===== src/hdl/flag_decode_pkg.sv =====
// Constants and types shared by the flag and operand decode logic.
`default_nettype none
package flag_decode_pkg;
  localparam logic [7:0] STATUS_ADDR = 8'hd5;
  localparam logic [7:0] STATUS_RESET = 8'h00;
  localparam int BIT_OVERFLOW = 4;
  localparam int BIT_SIGN = 5;
  localparam int BIT_ZERO = 6;
  localparam int BIT_CARRY = 7;
  localparam logic [3:0] FORM_FIRST = 4'h2;
  localparam logic [3:0] FORM_LAST = 4'h6;
  localparam logic [3:0] WREG_PAIR_LAST = 4'he;
  localparam logic [7:0] REG_PAIR_LAST = 8'hfe;
  localparam int ADDR_BITS = 13;

  typedef enum logic [3:0] {
    op_add = 4'h0,
    op_add_with_carry = 4'h1,
    op_subtract = 4'h2,
    op_subtract_with_borrow = 4'h3,
    op_or = 4'h4,
    op_and = 4'h5,
    op_test_complement_mask = 4'h6,
    op_test_under_mask = 4'h7,
    op_compare = 4'ha,
    op_xor = 4'hb
  } alu_op_type;

  typedef enum logic [2:0] {
    cls_none,
    cls_arith,
    cls_logic,
    cls_test,
    cls_shift,
    cls_carry_op
  } flag_class_type;

  typedef enum logic [1:0] {
    carry_set,
    carry_clear,
    carry_invert
  } carry_cmd_type;
endpackage
`default_nettype wire


===== src/hdl/alu_result_if.sv =====
// Result and flag update carried from the ALU datapath to the status register.
`timescale 1ns/1ns
`default_nettype none
interface alu_result_if;
  import flag_decode_pkg::*;
  logic valid;
  flag_class_type cls;
  logic [7:0] value;
  logic carry_out;
  logic overflow;
  carry_cmd_type carry_cmd;
  modport source (output valid, cls, value, carry_out, overflow, carry_cmd);
  modport sink (input valid, cls, value, carry_out, overflow, carry_cmd);
endinterface
`default_nettype wire


===== src/hdl/alu_datapath.sv =====
// Combinational ALU group, rotate, shift and carry-instruction result generation.
`timescale 1ns/1ns
`default_nettype none
module alu_datapath
  import flag_decode_pkg::*;
(
  input wire logic [7:0] opcode,
  input wire logic [7:0] dst_val,
  input wire logic [7:0] src_val,
  input wire logic carry_in,
  input wire logic go,
  alu_result_if.source res
);
  wire [3:0] hi = opcode[7:4];
  wire [3:0] lo = opcode[3:0];
  wire alu_cell = (lo >= FORM_FIRST) && (lo <= FORM_LAST);
  wire subtract = (hi == op_subtract) || (hi == op_subtract_with_borrow) || (hi == op_compare);
  wire use_carry = (hi == op_add_with_carry) || (hi == op_subtract_with_borrow);
  wire [7:0] b_eff = subtract ? ~src_val : src_val;
  wire cin = use_carry ? (subtract ? ~carry_in : carry_in) : subtract;
  wire [8:0] sum = {1'b0, dst_val} + {1'b0, b_eff} + {8'h00, cin};
  wire arith_op = alu_cell && ((hi <= op_subtract_with_borrow) || (hi == op_compare));
  wire logic_op = alu_cell && ((hi == op_or) || (hi == op_and) || (hi == op_xor));
  wire test_op = alu_cell && ((hi == op_test_complement_mask) || (hi == op_test_under_mask));
  wire unary = (lo == 4'h0) || (lo == 4'h1);
  wire rlc_op = unary && (hi == 4'h1);
  wire rl_op = unary && (hi == 4'h9);
  wire rrc_op = unary && (hi == 4'hc);
  wire sra_op = unary && (hi == 4'hd);
  wire rr_op = unary && (hi == 4'he);
  wire shift_op = rlc_op || rl_op || rrc_op || sra_op || rr_op;
  wire carry_op = (lo == 4'hf) && ((hi == 4'hc) || (hi == 4'hd) || (hi == 4'he));
  wire [7:0] logic_val = (hi == op_or) ? (dst_val | src_val) :
                         (hi == op_and) ? (dst_val & src_val) : (dst_val ^ src_val);
  wire [7:0] test_val = (hi == op_test_complement_mask) ? (~dst_val & src_val) :
                        (dst_val & src_val);
  wire [7:0] shift_val = rlc_op ? {dst_val[6:0], carry_in} :
                         rl_op ? {dst_val[6:0], dst_val[7]} :
                         rrc_op ? {carry_in, dst_val[7:1]} :
                         sra_op ? {dst_val[7], dst_val[7:1]} : {dst_val[0], dst_val[7:1]};
  wire shift_out = (rlc_op || rl_op) ? dst_val[7] : dst_val[0];
  wire arith_ovf = (dst_val[7] == b_eff[7]) && (sum[7] != dst_val[7]);

  assign res.valid = go;
  assign res.cls = !go ? cls_none : arith_op ? cls_arith : logic_op ? cls_logic :
                   test_op ? cls_test : shift_op ? cls_shift : carry_op ? cls_carry_op :
                   cls_none;
  assign res.value = arith_op ? sum[7:0] : logic_op ? logic_val :
                     test_op ? test_val : shift_val;
  assign res.carry_out = shift_op ? shift_out : (subtract ? ~sum[8] : sum[8]);
  assign res.overflow = shift_op ? (shift_val[7] ^ dst_val[7]) : arith_ovf;
  assign res.carry_cmd = (hi == 4'hd) ? carry_set : (hi == 4'hc) ? carry_clear : carry_invert;
endmodule
`default_nettype wire


===== src/hdl/cpu_flag_and_operand_decode.sv =====
// Status flag register with operand-range and ALU opcode decoding.
// Operation
// - Overflow in bit 4 on signed range overflow.
// - Logic instructions clear the overflow flag.
// - Result MSB copied into sign bit 5.
// - Zero flag bit 6 on zero arithmetic result.
// - Bit tests and shifts set zero too.
// - Carry bit 7 from carry or borrow.
// - Shifts load carry with bit shifted out.
// - Instructions set, clear or invert carry.
// - Register address 0-255, working index 0-15.
// - Register pairs only at even addresses.
// - Direct and long index addresses 13 bits.
// - Relative target is next address plus offset.
// - Short index adds signed displacement to pair.
// - Immediate operands are 8-bit constants.
// - ALU group decoded from opcode nibbles.
// - Flag write collision gives unpredictable status; here the updated flag bits win and the other bits take the written value.
`timescale 1ns/1ns
`default_nettype none
module cpu_flag_and_operand_decode
  import flag_decode_pkg::*;
(
  // Clock and reset.
  input wire logic clk_sys,
  input wire logic nrst,
  // Instruction execution.
  input wire logic exec,
  input wire logic [7:0] opcode,
  input wire logic [7:0] dst_val,
  input wire logic [7:0] src_val,
  // Operand fields.
  input wire logic [7:0] reg_field,
  input wire logic [7:0] pair_field,
  input wire logic [7:0] imm_field,
  input wire logic [7:0] rel_offset,
  input wire logic [12:0] next_pc,
  input wire logic [12:0] direct_field,
  input wire logic [12:0] pair_base,
  // Register file access to the status register.
  input wire logic reg_wr,
  input wire logic [7:0] reg_addr,
  input wire logic [7:0] reg_wdata,
  // Results.
  output logic [7:0] status,
  output logic [7:0] result,
  output logic result_valid,
  output logic [7:0] reg_index,
  output logic [3:0] wreg_index,
  output logic working_sel,
  output logic pair_ok,
  output logic [7:0] imm_value,
  output logic [12:0] rel_target,
  output logic [12:0] short_index_addr,
  output logic [12:0] direct_addr,
  output logic alu_group,
  output logic [3:0] alu_op,
  output logic [3:0] alu_form,
  output logic opcode_undefined
);
  logic [7:0] status_r, status_nxt;
  logic [7:0] result_r;
  logic result_valid_r;
  logic [7:0] reg_index_r, imm_r;
  logic [3:0] wreg_index_r, alu_op_r, alu_form_r;
  logic working_sel_r, pair_ok_r, alu_group_r, undefined_r;
  logic [12:0] rel_r, short_r, direct_r;

  alu_result_if res_if ();

  alu_datapath i_alu_datapath (
    .opcode(opcode),
    .dst_val(dst_val),
    .src_val(src_val),
    .carry_in(status_r[BIT_CARRY]),
    .go(exec),
    .res(res_if.source)
  );

  function automatic logic is_alu_op(input logic [3:0] hi);
    return (hi <= 4'h7) || (hi == 4'ha) || (hi == 4'hb);
  endfunction

  wire [3:0] op_hi = opcode[7:4];
  wire [3:0] op_lo = opcode[3:0];
  wire form_ok = (op_lo >= FORM_FIRST) && (op_lo <= FORM_LAST);
  wire alu_hit = is_alu_op(op_hi) && form_ok;
  // Defined: column f from 6f up, column 0 except 40, 80, a0 and f0, columns 2-6 in ALU rows and rows c-f, including cells not decoded here.
  wire col_f_defined = (op_hi >= 4'h6);
  wire col_0_defined = !(op_hi == 4'h4 || op_hi == 4'h8 || op_hi == 4'ha || op_hi == 4'hf);
  wire col_2_6_defined = is_alu_op(op_hi) || (op_hi >= 4'hc);
  wire undef_hit = ((op_lo == 4'hf) && !col_f_defined) ||
                   ((op_lo == 4'h0) && !col_0_defined) ||
                   (form_ok && !col_2_6_defined);
  wire sel_working = (reg_field[7:4] == 4'hc);
  wire pair_even = !pair_field[0] && (pair_field <= REG_PAIR_LAST);
  wire [12:0] rel_sum = next_pc + {{5{rel_offset[7]}}, rel_offset};
  wire [12:0] short_sum = pair_base + {{5{rel_offset[7]}}, rel_offset};
  wire flags_written = exec && (res_if.cls != cls_none);
  wire sw_write = reg_wr && (reg_addr == STATUS_ADDR);
  wire zero_res = (res_if.value == 8'h00);

  always_comb begin
    status_nxt = status_r;
    // A software write colliding with a flag update: the updated flag bits win and the other bits take the written value.
    if (sw_write) begin
      status_nxt = reg_wdata;
    end
    unique case (res_if.cls)
      cls_arith: begin
        status_nxt[BIT_OVERFLOW] = res_if.overflow;
        status_nxt[BIT_SIGN] = res_if.value[7];
        status_nxt[BIT_ZERO] = zero_res;
        status_nxt[BIT_CARRY] = res_if.carry_out;
      end
      cls_logic: begin
        status_nxt[BIT_OVERFLOW] = 1'b0;
        status_nxt[BIT_SIGN] = res_if.value[7];
        status_nxt[BIT_ZERO] = zero_res;
      end
      cls_test: begin
        status_nxt[BIT_OVERFLOW] = 1'b0;
        status_nxt[BIT_SIGN] = res_if.value[7];
        status_nxt[BIT_ZERO] = zero_res;
      end
      cls_shift: begin
        status_nxt[BIT_OVERFLOW] = res_if.overflow;
        status_nxt[BIT_SIGN] = res_if.value[7];
        status_nxt[BIT_ZERO] = zero_res;
        status_nxt[BIT_CARRY] = res_if.carry_out;
      end
      cls_carry_op: begin
        unique case (res_if.carry_cmd)
          carry_set: status_nxt[BIT_CARRY] = 1'b1;
          carry_clear: status_nxt[BIT_CARRY] = 1'b0;
          carry_invert: status_nxt[BIT_CARRY] = ~status_r[BIT_CARRY];
          default: status_nxt[BIT_CARRY] = status_r[BIT_CARRY];
        endcase
      end
      default: begin
      end
    endcase
    // Non-flag instructions fall to the default arm and keep status.
  end

  always_ff @(posedge clk_sys or negedge nrst) begin
    if (!nrst) begin
      status_r <= STATUS_RESET;
      result_r <= 8'h00;
      result_valid_r <= 1'b0;
    end else begin
      status_r <= status_nxt;
      result_r <= res_if.value;
      result_valid_r <= flags_written && (res_if.cls != cls_carry_op);
    end
  end

  always_ff @(posedge clk_sys or negedge nrst) begin
    if (!nrst) begin
      reg_index_r <= 8'h00;
      wreg_index_r <= 4'h0;
      working_sel_r <= 1'b0;
      pair_ok_r <= 1'b0;
      imm_r <= 8'h00;
    end else begin
      reg_index_r <= reg_field;
      wreg_index_r <= reg_field[3:0];
      working_sel_r <= sel_working;
      pair_ok_r <= pair_even;
      imm_r <= imm_field;
    end
  end

  always_ff @(posedge clk_sys or negedge nrst) begin
    if (!nrst) begin
      rel_r <= 13'h0000;
      short_r <= 13'h0000;
      direct_r <= 13'h0000;
      alu_group_r <= 1'b0;
      alu_op_r <= 4'h0;
      alu_form_r <= 4'h0;
      undefined_r <= 1'b0;
    end else begin
      rel_r <= rel_sum;
      short_r <= short_sum;
      direct_r <= direct_field;
      alu_group_r <= alu_hit;
      alu_op_r <= op_hi;
      alu_form_r <= op_lo;
      undefined_r <= undef_hit;
    end
  end

  assign status = status_r;
  assign result = result_r;
  assign result_valid = result_valid_r;
  assign reg_index = reg_index_r;
  assign wreg_index = wreg_index_r;
  assign working_sel = working_sel_r;
  assign pair_ok = pair_ok_r;
  assign imm_value = imm_r;
  assign rel_target = rel_r;
  assign short_index_addr = short_r;
  assign direct_addr = direct_r;
  assign alu_group = alu_group_r;
  assign alu_op = alu_op_r;
  assign alu_form = alu_form_r;
  assign opcode_undefined = undefined_r;

  chk_logic_clears_v: assert property (@(posedge clk_sys) disable iff (!nrst)
    exec && res_if.cls == cls_logic |=> !status[BIT_OVERFLOW])
    else $error("Overflow not cleared after logic op.");
  chk_sign_tracks_msb: assert property (@(posedge clk_sys) disable iff (!nrst)
    exec && res_if.cls inside {cls_arith, cls_logic, cls_shift} && !sw_write
    |=> status[BIT_SIGN] == result[7])
    else $error("Sign flag differs from result MSB.");
  chk_zero_arith: assert property (@(posedge clk_sys) disable iff (!nrst)
    exec && res_if.cls inside {cls_arith, cls_logic}
    |=> status[BIT_ZERO] == (result == 8'h00))
    else $error("Zero flag wrong after ALU op.");
  chk_zero_shift: assert property (@(posedge clk_sys) disable iff (!nrst)
    exec && res_if.cls inside {cls_test, cls_shift}
    |=> status[BIT_ZERO] == (result == 8'h00))
    else $error("Zero flag wrong after test or shift.");
  chk_carry_invert: assert property (@(posedge clk_sys) disable iff (!nrst)
    exec && opcode == 8'hef |=> status[BIT_CARRY] == !$past(status[BIT_CARRY]))
    else $error("Carry not inverted.");
  chk_carry_set: assert property (@(posedge clk_sys) disable iff (!nrst)
    exec && opcode == 8'hdf |=> status[BIT_CARRY])
    else $error("Carry not set.");
  chk_flags_hold: assert property (@(posedge clk_sys) disable iff (!nrst)
    !exec && !sw_write |=> $stable(status))
    else $error("Status changed without a cause.");
  chk_pair_even: assert property (@(posedge clk_sys) disable iff (!nrst)
    pair_field[0] |=> !pair_ok)
    else $error("Odd register pair accepted.");
  chk_rel_target: assert property (@(posedge clk_sys) disable iff (!nrst)
    1'b1 |=> rel_target ==
    13'($past(next_pc) + {{5{$past(rel_offset[7])}}, $past(rel_offset)}))
    else $error("Relative target wrong.");
  chk_alu_decode: assert property (@(posedge clk_sys) disable iff (!nrst)
    opcode == 8'hb4 ##1 opcode == 8'h87 |-> alu_group ##1 !alu_group)
    else $error("ALU group decode wrong.");
  cov_arith: cover property (@(posedge clk_sys) exec && res_if.cls == cls_arith);
  cov_shift: cover property (@(posedge clk_sys) exec && res_if.cls == cls_shift);
  cov_carry_op: cover property (@(posedge clk_sys) exec && res_if.cls == cls_carry_op);
  cov_undefined: cover property (@(posedge clk_sys) undef_hit);
endmodule
`default_nettype wire


===== config.mk =====
export PLATFORM = sky130hd
export DESIGN_NAME = cpu_flag_and_operand_decode
export DESIGN_NICKNAME = d
export VERILOG_FILES = /design/src/hdl/flag_decode_pkg.sv /design/src/hdl/alu_result_if.sv /design/src/hdl/alu_datapath.sv /design/src/hdl/cpu_flag_and_operand_decode.sv
export SDC_FILE = /design/constraint.sdc
export NUM_CORES = 1
export LEC_CHECK = 0
export ABC_AREA = 1
export BUFFER_PORTS_ARGS = -buffer_cell sky130_fd_sc_hd__buf_4
export CAP_MARGIN = 5
export CORE_UTILIZATION = 50
export DETAILED_ROUTE_END_ITERATION = 16
export GPL_ROUTABILITY_DRIVEN = 1
export MAX_ROUTING_LAYER = met4
export PLACE_DENSITY = 0.92
export SYNTH_ARGS = -nofsm -noshare
export SYNTH_HDL_FRONTEND = slang
export SYNTH_SLANG_ARGS = --single-unit

===== constraint.sdc =====
create_clock -name clk_sys -period 3.2 [get_ports clk_sys]
set_input_delay 0.32 -clock clk_sys [delete_from_list [all_inputs] [get_ports clk_sys]]
set_output_delay 0.32 -clock clk_sys [all_outputs]
set_load 0.02 [all_outputs]

==> impl_metrics.yaml <==
run_status:
  outcome: "finished, final reports clean"
min_path:
  holdCritPathClass: "primary input to flop"
  hold_depth: 1
  whs_endpoint: "wreg_index[0]$_DFF_PN0_"
  min_from: "reg_field[0]"
synth:
  synth_edf_count: 0
  synth_largest_area_cell: "dfrtp_1"
  ys.warnings.count: 0
  synth_async_sr_flop_share_pct: 100.0
  synth_seq_cells: 84
  synth_cells: 640
  synth.avg_cell_area_sq_um: 8.250
  synth_ff_type: "dfrtp_1"
  yosysUniqueCellTypes: 36
  yosysTopAreaCellShare_pct: 39.81
  synth_fp_nets: 815
  synth_area_leaders: "dfrtp_1 (40%), ha_1 (13%), nand2_1 (11%)"
  ys_seq_area_share_pct: 39.81
  synthesis.area_sq_mm: 0.005280
critical_path:
  start_kind: "flop"
  crit_path_end_kind: "flop"
  crit_required_ps: 3470
  crit_fanout: 6
  r2r_start: "status[7]$_DFFE_PN0P_"
  crit_arrival_ps: 2920
  r2r_slack_ps: 550
  r2r-end: "status[6]$_DFFE_PN0P_"
  reg2regPathDepth: 12
  critPathKind: "flop to flop"
floorplanning:
  die_w_um: 104.8
  io-pin-count: 203
  rows: 37
  core_area_sq_mm: 0.01028
  die_area_sq_mm: 0.01097
  start_util_pct: 51.38
  die_h_um: 104.8
routing:
  vias_per_cell: 5.151
  ant_nets: 0
  drt_wl_total_um: 14780
  vias: 5043
  routedWlPerCell_um: 15.10
  firstDrtPassIters: 4
  drc: 0
  drt_first_iter_violations: 317
global_route:
  antenna_found_initial: 0
  overflow: 0
  grt_usage_pct: 28.04
  grt_pass1_wl_um: 23760
  grt_start_max_net_pins: 85
  grt_pass1_vias: 5021
clock_tree:
  clock_latency_ps: 330
  postCtsSetupBuffers: 0
  cts_resized: 0
  holdBufCountCts: 0
  htree_levels: 3
  cts_buffers: 9
  ctsLongestPathBuffers: 2
  cts-root-buf: "clkbuf_8"
  clock_sinks: 84
  clk_pin_slew_worst_paths_ps: 110
  cts_tree: "built"
sta:
  tightest_slew_ps: 1051
  fin_crit_sh_pct: 82.77
  fin_crit_ps: 2649
  drv_slew: 0
  timing.slew.headroom_pct: 29.95
  rsz0062_at_grt: "false"
  setup_tns_ps: 0
  setup_viol: 0
  fin_skew_ps: 4.251
  fmaxAchievable_mhz: 377.6
  hold_viol: 0
finish:
  area_growth_pct: 33.63
  drive_gt1_share_pct: 28.35
  stdcell_count: 979
  antenna_cells: 0
  layout_common_cells: "buf_4 (197), nand2_1 (148), dfrtp_1 (84), inv_1 (66), nor2_1 (59)"
  final_common_cell: "buf_4"
  nets: 1013
placement:
  hpwl_um: 11670
  dp.cells: 963
  port-buffer-count: 195
  place.gp.congestion: 0.9588
power:
  p_total_mw: 3.005
  ir_worst_vdd_uv: 308.8
  p_leak_nw: 3.861
  pwr_density_cell_mw_per_mm2: 425.9
flow_run:
  maxCapViolCount: 0
## layout make-up
class,instances,area [sq um]
Tap cell,136,170.2
Clock inverter,7,76.32
Multi-Input combinational cell,471,2823
Timing Repair Buffer,197,1479
Clock buffer,9,123.9
Inverter,75,281.5
Sequential cell,84,2102
Fill cell,833,3222
## worst max-delay path by stage
stage | cells after the start | slack (ps) | startpoint | to
global placement | 15 | 400 | opcode[5] | status[6]$_DFFE_PN0P_
detailed placement | 15 | 280 | opcode[5] | status[6]$_DFFE_PN0P_
floorplan | 15 | 560 | opcode[5] | status[6]$_DFFE_PN0P_
global route | 13 | 410 | status[7]$_DFFE_PN0P_ | status[6]$_DFFE_PN0P_
finish | 12 | 550 | status[7]$_DFFE_PN0P_ | status[6]$_DFFE_PN0P_
CTS | 12 | 550 | status[7]$_DFFE_PN0P_ | status[6]$_DFFE_PN0P_
## stage by stage
stage | hold WS [ps] | setup slack [ps] | instance area, sq um | util [%]
after detailed placement | 430.4 | 279.9 | 6855 | 66.70
after global placement | 429.1 | 396.7 | 6855 | 66.70
after CTS | 56.64 | 554.7 | 7056 | 68.65
final | 69.08 | 551.5 | 7056 | 68.65
after floorplan | 24.41 | 557.0 | 5280 | -
after global routing | 50.22 | 408.7 | 7056 | 68.65
## critical path, cell delays in order, from the launching register on
cell     delay [ps]
dfrtp_1         490
nand4_1         170
xor2_1          190
fa_1            460
fa_1            460
nand3_1         100
nand3_1         120
xor2_1          160
nor2_1          110
a21oi_2          50
nor2_1          130
nand3_1          90
nand2_1          60
## Yosys cell counts, drive strengths merged (2+ instances only)
| cell type | number |
|---|---|
| nand2 | 156 |
| dfrtp | 84 |
| inv | 75 |
| nor2 | 64 |
| ha | 56 |
| nand3 | 54 |
| a21oi | 41 |
| xor2 | 29 |
| o21ai | 16 |
| nand4 | 11 |
| buf | 10 |
| nor3 | 8 |
| xnor2 | 8 |
| fa | 4 |
| nand3b | 4 |
| and2 | 3 |
| o211ai | 3 |
| a21o | 2 |
| a31oi | 2 |
| or2 | 2 |
## report_power, final
group | switching, mW | total [mW] | internal (mW)
Combinational | 0.590 | 1.02 | 0.429
Clock | 0.447 | 0.756 | 0.310
Sequential | 0.0488 | 1.23 | 1.18
## registers in the layout (all words and copies together) (netlist names), 3 cells and up
name and flops:
alu_form 4, alu_op 4, direct_addr 13, imm_value 8, reg_index 5, rel_target 13, result 8, short_index_addr 13
status 8, wreg_index 3
## logic make-up (layout without fill, tap and decap cells)
| kind of cell | count (synthesis) | after routing | synth area share (%) |
|---|---|---|---|
| XOR/XNOR | 37 | 37 | 6.137 |
| multiplexers | 1 | 1 | 0.1896 |
| AND/OR/NAND/NOR | 304 | 304 | 25.14 |
| AO/OA/AOI/OAI | 69 | 69 | 7.204 |
| flip-flops | 84 | 84 | 39.81 |
| adder cells (fa/ha/maj) | 60 | 60 | 14.79 |
| buffers and inverters | 85 | 288 | 6.730 |
## per-layer routing
layer	vias to the layer above	wire length [um]	track usage (%)
li1	2466	-	-
met1	2317	5977	32.99
met2	224	7395	47.63
met3	36	934	4.679
met4	0	475	11.77
met5	-	0	-
Power figures use the tool's default switching activity.
